[config.mk]
export PLATFORM = sky130hd
export DESIGN_NAME = pdma_top
export DESIGN_NICKNAME = d
export VERILOG_FILES = /design/src/verilog/pdma_pkg.sv /design/src/verilog/pdma_chan.sv /design/src/verilog/pdma_top.sv
export VERILOG_INCLUDE_DIRS = /design/src /design/src/verilog
export SDC_FILE = /design/constraint.sdc
export NUM_CORES = 1
export LEC_CHECK = 0
export BUFFER_PORTS_ARGS = -buffer_cell sky130_fd_sc_hd__buf_4
export CORE_ASPECT_RATIO = 2
export CORE_UTILIZATION = 45
export DETAILED_ROUTE_END_ITERATION = 8
export GPL_ROUTABILITY_DRIVEN = 0
export PLACE_DENSITY = 0.63
export SYNTH_ARGS = -nofsm -noshare
export SYNTH_HDL_FRONTEND = slang
export SYNTH_SLANG_ARGS = --single-unit
[constraint.sdc]
create_clock -name clk_sys -period 6.2 [get_ports clk_sys]
set_clock_uncertainty 0.15 [all_clocks]
set_input_delay 0.93 -clock clk_sys [delete_from_list [all_inputs] [get_ports clk_sys]]
set_output_delay 0.93 -clock clk_sys [all_outputs]
set_load 0.1 [all_outputs]
[src/verilog/pdma_regs.svh]
// Behaviour
// - Full duplex: separate receive and transmit channels.
// - Half duplex: one shared bidirectional channel.
// - Pointer advances by 1, 2 or 4.
// - Pointer rewritten mid-transfer: continue from it.
// - Current and next 16-bit counters; current decrements.
// - Both counters zero: stop, raise completion flag.
// - Next nonzero: reload current, clear next, resume.
// - Receive end flag when receive count hits zero.
// - Receive full flag when both receive counts zero.
// - Transmit end flag when transmit count hits zero.
// - Transmit empty flag when both transmit counts zero.
// - Nonzero count write clears that direction's flags.
// - Peripheral triggers start transfers per direction.
// - Receive ready: read holding register, store memory.
// - Transmit ready: fetch memory, fill holding register.
// - Flags go only to the peripheral status.
// - Half duplex flags belong to one channel.
// - Zero count stops; nonzero starts when enabled.
// - Half duplex pointers and counters share storage.
// - Ten registers from offset 0x100, word steps.
// - Enable bit works unless matching disable set; in half duplex any disable blocks it.
// - Status bit 0 receive, bit 8 transmit enable.
`ifndef PDMA_REGS_SVH
`define PDMA_REGS_SVH

// Register offsets inside the peripheral's space.
`define PDMA_OFF_RX_CUR_PTR 12'h100
`define PDMA_OFF_RX_CUR_CNT 12'h104
`define PDMA_OFF_TX_CUR_PTR 12'h108
`define PDMA_OFF_TX_CUR_CNT 12'h10c
`define PDMA_OFF_RX_NXT_PTR 12'h110
`define PDMA_OFF_RX_NXT_CNT 12'h114
`define PDMA_OFF_TX_NXT_PTR 12'h118
`define PDMA_OFF_TX_NXT_CNT 12'h11c
`define PDMA_OFF_CTRL       12'h120
`define PDMA_OFF_STATUS     12'h124

// Field positions of the control and status words.
`define PDMA_BIT_RX_EN  0
`define PDMA_BIT_RX_DIS 1
`define PDMA_BIT_TX_EN  8
`define PDMA_BIT_TX_DIS 9

// Widths and reset values.
`define PDMA_PTR_W   32
`define PDMA_CNT_W   16
`define PDMA_RST_PTR 32'h0
`define PDMA_RST_CNT 16'h0

`endif

[src/verilog/pdma_pkg.sv]
`include "pdma_regs.svh"
package pdma_pkg;
    // Item width requested by the peripheral.
    typedef enum logic [1:0] {PDMA_SZ_BYTE, PDMA_SZ_HALF, PDMA_SZ_WORD} pdma_size_t;

    // Sequencer states of the transfer engine.
    typedef enum logic [1:0] {PDMA_IDLE, PDMA_RX_STORE, PDMA_TX_FETCH} pdma_state_t;

    // Storage of one pointer and counter set pair.
    typedef struct packed {
        logic [`PDMA_PTR_W-1:0] cur_ptr;
        logic [`PDMA_CNT_W-1:0] cur_cnt;
        logic [`PDMA_PTR_W-1:0] nxt_ptr;
        logic [`PDMA_CNT_W-1:0] nxt_cnt;
    } pdma_chan_st_t;

    // Whole state of the top-level engine.
    typedef struct packed {
        pdma_state_t      st;
        pdma_size_t       size;
        logic             rx_req_en;
        logic             tx_req_en;
        logic             rx_end;
        logic             rx_full;
        logic             tx_end;
        logic             tx_empty;
        logic             rx_hold_read;
        logic             tx_hold_write;
        logic [31:0]      rdata;
        logic [31:0]      buf_data;
        logic [31:0]      tx_data;
    } pdma_top_st_t;

    // Byte step of the memory pointer for one item.
    function automatic logic [`PDMA_PTR_W-1:0] pdma_step(input pdma_size_t sz);
        unique case (sz)
            PDMA_SZ_BYTE: pdma_step = 32'h1;
            PDMA_SZ_HALF: pdma_step = 32'h2;
            PDMA_SZ_WORD: pdma_step = 32'h4;
            default:      pdma_step = 32'h4;
        endcase
    endfunction : pdma_step
endpackage : pdma_pkg

[src/verilog/pdma_chan.sv]
`timescale 1ns/1ps
`default_nettype none
`include "pdma_regs.svh"
// One pointer and counter pair set with software writes and automatic reload.
module pdma_chan (
    input  wire logic        clk_sys,
    input  wire logic        rst_n,
    input  wire logic        wr_cur_ptr,
    input  wire logic        wr_cur_cnt,
    input  wire logic        wr_nxt_ptr,
    input  wire logic        wr_nxt_cnt,
    input  wire logic [31:0] wdata,
    input  wire logic        step,
    input  wire logic [31:0] step_bytes,
    output logic      [31:0] cur_ptr,
    output logic      [15:0] cur_cnt,
    output logic      [31:0] nxt_ptr,
    output logic      [15:0] nxt_cnt,
    output logic             last,
    output logic             drained
);
    import pdma_pkg::*;

    pdma_chan_st_t q;   // Registered pair set.
    pdma_chan_st_t d;   // Next value of the pair set.
    logic          any_wr; // Any software write this cycle.

    assign any_wr  = wr_cur_ptr | wr_cur_cnt | wr_nxt_ptr | wr_nxt_cnt;
    assign cur_ptr = q.cur_ptr;
    assign cur_cnt = q.cur_cnt;
    assign nxt_ptr = q.nxt_ptr;
    assign nxt_cnt = q.nxt_cnt;
    // The item that empties the current counter, and whether nothing follows.
    assign last    = step && (q.cur_cnt == 16'h1);
    assign drained = last && (q.nxt_cnt == 16'h0);

    // Advance, then software writes, then reload of an empty current set.
    always_comb begin
        d = q;
        if (step) begin
            d.cur_ptr = q.cur_ptr + step_bytes;
            d.cur_cnt = q.cur_cnt - 16'h1;
        end
        // A write wins over the advance so the new address is used next.
        if (wr_cur_ptr) begin
            d.cur_ptr = wdata;
        end
        if (wr_cur_cnt) begin
            d.cur_cnt = wdata[15:0];
        end
        if (wr_nxt_ptr) begin
            d.nxt_ptr = wdata;
        end
        if (wr_nxt_cnt) begin
            d.nxt_cnt = wdata[15:0];
        end
        // An empty current set takes over a waiting next set.
        if ((d.cur_cnt == 16'h0) && (d.nxt_cnt != 16'h0)) begin
            d.cur_ptr = d.nxt_ptr;
            d.cur_cnt = d.nxt_cnt;
            d.nxt_ptr = `PDMA_RST_PTR;
            d.nxt_cnt = `PDMA_RST_CNT;
        end
    end

    // Register the pair set.
    always_ff @(posedge clk_sys) begin
        if (!rst_n) begin
            q <= '{`PDMA_RST_PTR, `PDMA_RST_CNT, `PDMA_RST_PTR, `PDMA_RST_CNT};
        end else begin
            q <= d;
        end
    end
endmodule : pdma_chan
`default_nettype wire

[src/verilog/pdma_top.sv]
`timescale 1ns/1ps
`default_nettype none
`include "pdma_regs.svh"
// Peripheral DMA channel pair: register file, request control and transfer engine.
module pdma_top (
    input  wire logic                clk_sys,
    input  wire logic                rst_n,
    input  wire logic                half_duplex,
    input  wire pdma_pkg::pdma_size_t xfer_size,
    input  wire logic         [11:0] reg_addr,
    input  wire logic         [31:0] reg_wdata,
    input  wire logic                reg_wr,
    input  wire logic                reg_rd,
    output logic              [31:0] reg_rdata,
    input  wire logic                receive_trigger,
    input  wire logic                transmit_trigger,
    input  wire logic                rx_ready,
    input  wire logic         [31:0] receive_holding_reg,
    output logic                     rx_hold_read,
    input  wire logic                tx_ready,
    output logic              [31:0] transmit_holding_reg,
    output logic                     tx_hold_write,
    output logic                     mem_req,
    output logic                     mem_write,
    output logic              [31:0] mem_addr,
    output pdma_pkg::pdma_size_t     mem_size,
    output logic              [31:0] mem_wdata,
    input  wire logic                mem_gnt,
    input  wire logic         [31:0] mem_rdata,
    output logic                     rx_end_flag,
    output logic                     rx_buffer_full_flag,
    output logic                     tx_end_flag,
    output logic                     tx_buffer_empty_flag
);
    import pdma_pkg::*;

    pdma_top_st_t q;            // Registered engine state.
    pdma_top_st_t d;            // Next engine state.

    // Write strobes decoded per register.
    logic        w_rx_cp;       // Receive current pointer write.
    logic        w_rx_cc;       // Receive current count write.
    logic        w_tx_cp;       // Transmit current pointer write.
    logic        w_tx_cc;       // Transmit current count write.
    logic        w_rx_np;       // Receive next pointer write.
    logic        w_rx_nc;       // Receive next count write.
    logic        w_tx_np;       // Transmit next pointer write.
    logic        w_tx_nc;       // Transmit next count write.
    logic        w_ctrl;        // Control word write.
    logic        clr_rx;        // Nonzero receive count written.
    logic        clr_tx;        // Nonzero transmit count written.

    // Channel views.
    logic [31:0] a_cp, a_np, b_cp, b_np;    // Pointers of the two storages.
    logic [15:0] a_cc, a_nc, b_cc, b_nc;    // Counters of the two storages.
    logic        a_last, a_drained;         // Receive (or shared) storage events.
    logic        b_last, b_drained;         // Transmit storage events.
    logic [31:0] tx_cp, tx_np;              // Transmit view of pointers.
    logic [15:0] tx_cc, tx_nc;              // Transmit view of counters.
    logic        tx_last, tx_drained;       // Transmit view of events.
    logic        rx_step, tx_step;          // One item completed per direction.
    logic        rx_go, tx_go;              // Direction may start an item.
    logic [31:0] step_bytes;                // Pointer step of the item in flight.

    // True when the bus address matches a register offset.
    function automatic logic hit(input logic [11:0] off);
        hit = (reg_addr == off);
    endfunction : hit

    // Both registers of the same kind land in one storage in half duplex.
    assign w_rx_cp = reg_wr && (hit(`PDMA_OFF_RX_CUR_PTR) || (half_duplex && hit(`PDMA_OFF_TX_CUR_PTR)));
    assign w_rx_cc = reg_wr && (hit(`PDMA_OFF_RX_CUR_CNT) || (half_duplex && hit(`PDMA_OFF_TX_CUR_CNT)));
    assign w_rx_np = reg_wr && (hit(`PDMA_OFF_RX_NXT_PTR) || (half_duplex && hit(`PDMA_OFF_TX_NXT_PTR)));
    assign w_rx_nc = reg_wr && (hit(`PDMA_OFF_RX_NXT_CNT) || (half_duplex && hit(`PDMA_OFF_TX_NXT_CNT)));
    assign w_tx_cp = reg_wr && !half_duplex && hit(`PDMA_OFF_TX_CUR_PTR);
    assign w_tx_cc = reg_wr && !half_duplex && hit(`PDMA_OFF_TX_CUR_CNT);
    assign w_tx_np = reg_wr && !half_duplex && hit(`PDMA_OFF_TX_NXT_PTR);
    assign w_tx_nc = reg_wr && !half_duplex && hit(`PDMA_OFF_TX_NXT_CNT);
    assign w_ctrl  = reg_wr && hit(`PDMA_OFF_CTRL);

    // Flag clears follow the register named by the address, not the storage.
    assign clr_rx = reg_wr && (reg_wdata[15:0] != 16'h0)
                    && (hit(`PDMA_OFF_RX_CUR_CNT) || hit(`PDMA_OFF_RX_NXT_CNT));
    assign clr_tx = reg_wr && (reg_wdata[15:0] != 16'h0)
                    && (hit(`PDMA_OFF_TX_CUR_CNT) || hit(`PDMA_OFF_TX_NXT_CNT));

    // Item completion strobes: the memory access is granted.
    assign rx_step    = (q.st == PDMA_RX_STORE) && mem_gnt;
    assign tx_step    = (q.st == PDMA_TX_FETCH) && mem_gnt;
    assign step_bytes = pdma_step(q.size);

    // Receive storage, also the single storage of a half-duplex channel.
    pdma_chan u_chan_a (
        .clk_sys    (clk_sys),
        .rst_n      (rst_n),
        .wr_cur_ptr (w_rx_cp),
        .wr_cur_cnt (w_rx_cc),
        .wr_nxt_ptr (w_rx_np),
        .wr_nxt_cnt (w_rx_nc),
        .wdata      (reg_wdata),
        .step       (rx_step || (half_duplex && tx_step)),
        .step_bytes (step_bytes),
        .cur_ptr    (a_cp),
        .cur_cnt    (a_cc),
        .nxt_ptr    (a_np),
        .nxt_cnt    (a_nc),
        .last       (a_last),
        .drained    (a_drained)
    );

    // Transmit storage, idle in half duplex.
    pdma_chan u_chan_b (
        .clk_sys    (clk_sys),
        .rst_n      (rst_n),
        .wr_cur_ptr (w_tx_cp),
        .wr_cur_cnt (w_tx_cc),
        .wr_nxt_ptr (w_tx_np),
        .wr_nxt_cnt (w_tx_nc),
        .wdata      (reg_wdata),
        .step       (tx_step && !half_duplex),
        .step_bytes (step_bytes),
        .cur_ptr    (b_cp),
        .cur_cnt    (b_cc),
        .nxt_ptr    (b_np),
        .nxt_cnt    (b_nc),
        .last       (b_last),
        .drained    (b_drained)
    );

    // Transmit direction sees the shared storage in half duplex.
    assign tx_cp      = half_duplex ? a_cp : b_cp;
    assign tx_np      = half_duplex ? a_np : b_np;
    assign tx_cc      = half_duplex ? a_cc : b_cc;
    assign tx_nc      = half_duplex ? a_nc : b_nc;
    assign tx_last    = half_duplex ? a_last : b_last;
    assign tx_drained = half_duplex ? a_drained : b_drained;

    // A direction runs only when enabled, triggered, ready and counting.
    assign rx_go = q.rx_req_en && receive_trigger && rx_ready && (a_cc != 16'h0);
    assign tx_go = q.tx_req_en && transmit_trigger && tx_ready && (tx_cc != 16'h0);

    // Memory side: write buffered receive item, or fetch a transmit item.
    assign mem_req    = (q.st != PDMA_IDLE);
    assign mem_write  = (q.st == PDMA_RX_STORE);
    assign mem_addr   = (q.st == PDMA_TX_FETCH) ? tx_cp : a_cp;
    assign mem_size   = q.size;
    assign mem_wdata  = q.buf_data;

    // Outputs straight from the state register.
    assign reg_rdata            = q.rdata;
    assign rx_hold_read         = q.rx_hold_read;
    assign tx_hold_write        = q.tx_hold_write;
    assign transmit_holding_reg = q.tx_data;
    assign rx_end_flag          = q.rx_end;
    assign rx_buffer_full_flag  = q.rx_full;
    assign tx_end_flag          = q.tx_end;
    assign tx_buffer_empty_flag = q.tx_empty;

    // Next-state logic of the whole engine.
    always_comb begin
        d = q;
        d.rx_hold_read  = 1'b0;
        d.tx_hold_write = 1'b0;
        d.rdata         = 32'h0;

        // Register reads: data stand in the cycle after the strobe.
        if (reg_rd) begin
            unique case (reg_addr)
                `PDMA_OFF_RX_CUR_PTR: d.rdata = a_cp;
                `PDMA_OFF_RX_CUR_CNT: d.rdata = {16'h0, a_cc};
                `PDMA_OFF_TX_CUR_PTR: d.rdata = tx_cp;
                `PDMA_OFF_TX_CUR_CNT: d.rdata = {16'h0, tx_cc};
                `PDMA_OFF_RX_NXT_PTR: d.rdata = a_np;
                `PDMA_OFF_RX_NXT_CNT: d.rdata = {16'h0, a_nc};
                `PDMA_OFF_TX_NXT_PTR: d.rdata = tx_np;
                `PDMA_OFF_TX_NXT_CNT: d.rdata = {16'h0, tx_nc};
                `PDMA_OFF_STATUS: begin
                    // Enable state of both directions.
                    d.rdata[`PDMA_BIT_RX_EN] = q.rx_req_en;
                    d.rdata[`PDMA_BIT_TX_EN] = q.tx_req_en;
                end
                // Control word is write only; unmapped offsets read zero.
                default: d.rdata = 32'h0;
            endcase
        end

        // Control writes: an enable counts only without its own disable, in half duplex without either disable.
        if (w_ctrl) begin
            if (!half_duplex) begin
                if (reg_wdata[`PDMA_BIT_RX_DIS]) begin
                    d.rx_req_en = 1'b0;
                end else if (reg_wdata[`PDMA_BIT_RX_EN]) begin
                    d.rx_req_en = 1'b1;
                end
                if (reg_wdata[`PDMA_BIT_TX_DIS]) begin
                    d.tx_req_en = 1'b0;
                end else if (reg_wdata[`PDMA_BIT_TX_EN]) begin
                    d.tx_req_en = 1'b1;
                end
            end else if (reg_wdata[`PDMA_BIT_RX_DIS] || reg_wdata[`PDMA_BIT_TX_DIS]) begin
                // Either disable stops the shared channel in both directions.
                d.rx_req_en = 1'b0;
                d.tx_req_en = 1'b0;
            end else if (reg_wdata[`PDMA_BIT_RX_EN]) begin
                // Receive enable takes the shared channel from transmit.
                d.rx_req_en = 1'b1;
                d.tx_req_en = 1'b0;
            end else if (reg_wdata[`PDMA_BIT_TX_EN]) begin
                d.tx_req_en = 1'b1;
                d.rx_req_en = 1'b0;
            end
        end

        // Transfer sequencer; receive is served first when both are ready.
        unique case (q.st)
            PDMA_IDLE: begin
                if (rx_go) begin
                    // Take the item from the receive holding register into the buffer.
                    d.buf_data     = receive_holding_reg;
                    d.rx_hold_read = 1'b1;
                    d.size         = xfer_size;
                    d.st           = PDMA_RX_STORE;
                end else if (tx_go) begin
                    d.size = xfer_size;
                    d.st   = PDMA_TX_FETCH;
                end
            end
            PDMA_RX_STORE: begin
                // Hold the memory write request until the matrix grants it.
                if (mem_gnt) begin
                    d.st = PDMA_IDLE;
                end
            end
            PDMA_TX_FETCH: begin
                // Granted read data go to the transmit holding register.
                if (mem_gnt) begin
                    d.tx_data       = mem_rdata;
                    d.tx_hold_write = 1'b1;
                    d.st            = PDMA_IDLE;
                end
            end
            // The fourth state code is unused; fall back to idle.
            default: d.st = PDMA_IDLE;
        endcase

        // Sticky flags per direction; a setting event wins over a clear.
        d.rx_end   = (rx_step && a_last) || (q.rx_end && !clr_rx);
        d.rx_full  = (rx_step && a_drained) || (q.rx_full && !clr_rx);
        d.tx_end   = (tx_step && tx_last) || (q.tx_end && !clr_tx);
        d.tx_empty = (tx_step && tx_drained) || (q.tx_empty && !clr_tx);
    end

    // Register the engine state.
    always_ff @(posedge clk_sys) begin
        if (!rst_n) begin
            q <= '{PDMA_IDLE, PDMA_SZ_BYTE, 1'b0, 1'b0, 1'b0, 1'b0, 1'b0, 1'b0,
                   1'b0, 1'b0, 32'h0, 32'h0, 32'h0};
        end else begin
            q <= d;
        end
    end
endmodule : pdma_top
`default_nettype wire

==> summary.txt, run 1 <==
Placed design
  – Area post-placement: 17,800 um2
  – Detail Placement HPWL: 46,800 um
  – Port bufs: 257

Synth
  – Top-area cell type share of the netlist area: 0.369
  – Post-synth EDFFs: 0
  – Main synth FF type: dfxtp_1
  – Most common cell in the netlist: nand2_1
  – Post-synth ARST share: 0
  – Synth Warn #: 0
  – Yosys cell types: 69
  – Mapped cell area: 16,300 um2
  – Synth cell count leaders: 310 x nand2_1, 300 x dfxtp_1, 194 x nor2_1
  – Area contributors post-synth: dfxtp_1 37%, nand2_1 7.1%, mux2i_1 6.4%
  – Post-Syn Area per Cell: 8.23 um2
  – Seq/Total Area, Yosys: 0.369
  – Post-Syn Nets: 2,112
  – #FFs+latches synth: 300
  – Area leader, netlist: dfxtp_1
  – Mapped Cells: 1,977

Timing
  – Max-slew headroom: 0.0470
  – Slew @ Worst Pin: 1430 ps
  – FMAX: 224 MHz
  – Setup_tns: 0 ps
  – Final hold slack: 304 ps
  – Hold Fails Final Rpt: 0
  – Finish-stage setup viols: 0
  – Slew Viols, Final: 0
  – RSZ-0062 raised after global routing: no
  – Post-route minimum period: 4460 ps
  – Final period util: 0.720

Die
  – Core box area: 35,700 um2
  – Die width: 136 um
  – Io pins: 258
  – FP Rows: 98
  – Die height: 271 um
  – Die area: 37,000 um2
  – Initial Util: 0.456

Cells and area
  – Final #Nets: 2,187
  – Layout Cell Area excl Fill: 18,800 um2
  – Synthesis-to-finish area growth: 15.2%
  – Final Util: 0.526
  – ANT cells: 0
  – Share of post-route cells with drive strength above 1: 0.218

Detailed routing
  – Routed Wire Length: 65,100 um
  – Vias/cell: 6.15
  – Initial drt markers: 1,471
  – Drt wl/cell: 25.8 um
  – Post-DRT Antenna Nets: 0
  – First-pass iteration count of the detailed router: 8
  – Drt drc: 0
  – Vias: 15.5k

CTS
  – CTS Buf Count: 29
  – Clk slew on worst S/H paths: 70 ps
  – Clk sinks: 300
  – H-Tree Depth: 1
  – Postcts setup bufs: 0
  – CTS tree: yes
  – Clk_lat worst skew: 590 ps
  – Post-CTS sizing: 0
  – CTS max path bufs: 3
  – Clk root buf: clkbuf_16
  – Hold-fix buffers at CTS: 0

Hold path
  – Hold Path Depth: 2
  – HP Class: reg2reg

Global routing
  – Total congestion overflow: 0
  – Vias in the first global route: 15.3k
  – Largest net degree at the start of global routing: 61
  – First-pass GRT wire length: 95,000 um
  – Initial antenna violation count: 1
  – GRT Util Overall: 0.348

Critical path
  – Startpoint Class: flop
  – Setup Crit Path Kind: reg2reg
  – Reg2reg setup slack: 1740 ps
  – FF-to-FF path depth: 11
  – WP data arrival: 4820 ps
  – Worst setup EP type: flop
  – Crit path max fanout: 16
  – CP required: 6550 ps

Pwr
  – LEAKAGE: 0.00745 uW
  – PD cells: 212 nW/um2
  – PnR Total Power: 3980 uW
  – Peak supply drop: 237 uV

Status
  – Outcome: finished clean

Job
  – Max Cap Viol: 0
==> per-layer routing <==
metal | vias up | GRT usage | part of all wire
met5 | - | 0 | 0.00014
li1 | 7031 | - | -
met1 | 7240 | 0.345 | 0.33
met2 | 949 | 0.589 | 0.47
met4 | 2 | 0.323 | 0.11
met3 | 310 | 0.0806 | 0.094
==> cell usage in the layout (no fill, tap or decap), types with 6 or more instances in the layout <==
cell	n
or2_2	16
inv_1	16
a21oi_1	114
xnor2_1	50
and3_1	11
nor4b_1	6
o211ai_1	51
or4_1	10
dfxtp_1	300
nor3_1	32
a22o_1	15
a22oi_1	13
o21ai_0	27
nor2b_1	33
xor2_1	32
a221oi_1	6
clkbuf_16	29
or2_0	12
nand4_1	22
or3_1	16
nand2b_1	17
nand2_1	308
mux2i_1	104
buf_4	291
mux2_2	64
ha_1	13
a31oi_1	28
and2_1	8
o21a_1	11
nor2_1	190
clkinv_2	9
a222oi_1	38
nor4_1	26
nand3_1	35
and4_1	13
o31ai_1	11
==> worst max-delay path, cell delays in order (launching register included) <==
cell and delay (ps):
dfxtp_1 330, inv_1 90, ha_1 350, and3b_1 830, nand2_1 220, nor3_1 270, xor2_1 110, o31a_1 310
or3_1 620, nor2_4 580, buf_4 310, mux2i_1 210
==> report_power, final <==
| part | switching, uW | total (uW) | internal, uW |
|---|---|---|---|
| combinational | 119 | 182 | 63.1 |
| sequential | 0.396 | 1930 | 1930 |
| clock | 824 | 1870 | 1050 |
| total | 944 | 3980 | 3040 |
==> worst paths after layout <==
kind                           to          start
max reg2reg  u_chan_b.cur_ptr[15]         q[106]
max          u_chan_b.cur_ptr[15]         q[106]
min reg2reg         mem_wdata[21]  mem_wdata[21]
min                 mem_wdata[21]  mem_wdata[21]
==> final cells by class <==
cell class | instances | area, um2
flip-flops and latches | 300 | 6010
clock buffers | 34 | 764
clock inverters | 19 | 213
fillers | 3417 | 16900
well taps | 450 | 563
inverters | 17 | 66.3
repair buffers | 293 | 2220
multi-input cells | 1411 | 8920
==> kinds of logic (layout without fill, tap and decap cells) <==
kind of cell | after synthesis | in the layout | synth area share
AOI/OAI and AO/OA | 360 | 360 | 0.154
xor gates and xnor gates | 82 | 82 | 0.0441
adders and majority gates | 15 | 15 | 0.0125
buffers and inverters | 266 | 363 | 0.0866
DFF | 300 | 300 | 0.369
muxes | 168 | 168 | 0.108
and+or+nand+nor | 786 | 786 | 0.226
==> through the flow <==
| step | cells | setup WS, ps |
|---|---|---|
| floorplan | 1977 | 1340 |
| global placement | 2471 | 1380 |
| detailed placement | 2471 | 1290 |
| CTS | 2524 | 1860 |
| global route | 2524 | 1580 |
| finish | 2524 | 1740 |
No activity file was read; power rests on OpenSTA's default activity.
==> run 2: changes to the inputs <==
==> constraint.sdc (replaced) <==
create_clock -name clk_sys -period 4.2 [get_ports clk_sys]
set_clock_uncertainty 0.15 [all_clocks]
set_input_delay 0.63 -clock clk_sys [delete_from_list [all_inputs] [get_ports clk_sys]]
set_output_delay 0.63 -clock clk_sys [all_outputs]
set_load 0.1 [all_outputs]
==> summary.txt, run 2 (synthesis results as in run 1) <==
Die
  – Die width: 136 um
  – Core box area: 35,700 um2
  – Io pins: 258
  – Die area: 37,000 um2
  – FP Rows: 98
  – Die height: 271 um
  – Initial Util: 0.456

Pwr
  – LEAKAGE: 0.00763 uW
  – Peak supply drop: 345 uV
  – PD cells: 312 nW/um2

Detailed routing
  – First-pass iteration count of the detailed router: 9
  – Routed Wire Length: 67,400 um
  – Post-DRT Antenna Nets: 0
  – Vias/cell: 6.24
  – Vias: 16.0k
  – Initial drt markers: 1,671
  – Drt wl/cell: 26.4 um
  – Drt drc: 12

Global routing
  – Largest net degree at the start of global routing: 59
  – First-pass GRT wire length: 98,300 um
  – GRT Util Overall: 0.362
  – Initial antenna violation count: 6
  – Total congestion overflow: 0
  – Vias in the first global route: 15.7k

Timing
  – Final period util: 0.975
  – Min setup slack post-route: 104 ps
  – Slew @ Worst Pin: 1250 ps
  – Finish-stage setup viols: 0
  – Hold Fails Final Rpt: 0
  – Final hold slack: 136 ps
  – Post-route minimum period: 4100 ps
  – RSZ-0062 raised after global routing: no
  – FMAX: 244 MHz
  – Slew Viols, Final: 0
  – Max-slew headroom: 0.165

CTS
  – Clk slew on worst S/H paths: 70 ps
  – H-Tree Depth: 1
  – CTS max path bufs: 3
  – Clk root buf: clkbuf_16
  – Hold-fix buffers at CTS: 0
  – Clk_lat worst skew: 590 ps
  – CTS Buf Count: 29
  – Clk sinks: 300
  – CTS tree: yes

Placed design
  – Pre-CTS WS: 241 ps
  – Detail Placement HPWL: 48,200 um
  – Port bufs: 257

Hold path
  – Hold Startpoint: mem_rdata[1]
  – Hold worst-path end: transmit_holding_reg[1]
  – Hold Path Depth: 3
  – HP Class: in2reg

Critical path
  – CP required: 4560 ps
  – Reg2reg end: u_chan_a.cur_ptr[27]
  – FF-to-FF path depth: 12
  – Startpoint Class: flop
  – Worst setup EP type: flop
  – CP delay by family, top: simple AND/OR/NAND/NOR gates
  – Critical Path Source: q[107]
  – Worst path bufs/invs: 3
  – WP data arrival: 4450 ps
  – Reg2reg setup slack: 100 ps
  – Slowest-stage cell, CP: or4b_4
  – Largest stage delay on the critical path: 720 ps
  – Setup Crit Path Kind: reg2reg
  – Crit path max fanout: 34
  – FF-to-FF Start: q[107]
  – Critical-path cell list: inv_1 > ha_1 > a21o_2 > and2_1 > or3_1 > a2111oi_1 > buf_4 > a32oi_1 > or4b_4 > buf_12 > or2_2 > a21oi_1

Cells and area
  – Synthesis-to-finish area growth: 17.4%
  – Final #Nets: 2,219
  – Most common cell after layout, fill and taps aside: buf_4
  – Most frequent cells in the layout: 318 x buf_4, 308 x nand2_1, 300 x dfxtp_1
  – Share of post-route cells with drive strength above 1: 0.228

Status
  – Outcome: finished with violations
  – Failing checks: DRC

Job
  – Max Cap Viol: 0
==> run 2: cell count changes in the layout (fill, tap and decap cells not counted), moves of 2 or more <==
| cell | change |
|---|---|
| buf_4 | +27 |
| clkinv_2 | -6 |
| buf_12 | +5 |
| clkbuf_1 | +5 |
| clkbuf_8 | +3 |
| clkinvlp_4 | -3 |
| diode_2 | +2 |
==> run 2: final cells by class <==
class	count	area, um2
Tap cell	450	563
Clock inverter	10	181
Inverter	17	66.3
Sequential cell	300	6010
Antenna cell	2	5.00
Fill cell	3358	16600
Multi-Input combinational cell	1411	8930
Timing Repair Buffer	325	2530
Clock buffer	42	825
==> run 2: worst max-delay path by stage <==
stage	depth (start not counted)	slack, ps	end
floorplan	5	-60	mem_addr[28]
global placement	11	290	u_chan_a.cur_ptr[30]
detailed placement	11	240	u_chan_a.cur_ptr[27]
global route	11	4	u_chan_b.nxt_ptr[9]
CTS	12	130	u_chan_a.cur_ptr[27]
finish	12	100	u_chan_a.cur_ptr[27]
==> run 2: worst reg2reg max path: cells and delay by family, from the launching register on <==
| kind | cells | cell delay [ps] |
|---|---|---|
| AND/OR/NAND/NOR | 4 | 1670 |
| adder cells (fa/ha/maj) | 1 | 300 |
| AO/OA/AOI/OAI | 4 | 1010 |
| flip-flops | 1 | 370 |
| buffers and inverters | 3 | 500 |
==> run 2: repair_timing <==
item                                    in CTS  in global routing
endpoints found under the setup margin       0                 19
setup buffers                                0                  0
gates resized for setup                      0                  2
==> run 2: through the flow <==
stage                     cell area [um2]  cells  total power, uW  setup TNS [ps]   util
after floorplan                     16300   1977             3000            -120      -
after detailed placement            18100   2503             3170               0  0.507
after global placement              18100   2503             3170               0  0.507
after CTS                           19100   2555             5980               0  0.535
after global routing                19100   2557             6110               0  0.535
final                               19100   2557             5970               0  0.535
==> run 2: power breakdown <==
| part | leakage [uW] | switching (uW) | internal, uW | total (uW) |
|---|---|---|---|---|
| sequential | 0.00241 | 0.509 | 2840 | 2840 |
| clock | 0.000490 | 1190 | 1660 | 2850 |
| combinational | 0.00473 | 174 | 96.7 | 270 |
==> run 2: metal layers <==
layer,GRT usage,part of all wire,vias up
li1,-,-,7079
met1,0.351,0.32,7474
met2,0.609,0.48,1019
met3,0.100,0.098,374
met4,0.330,0.10,6
met5,0,0.00052,-
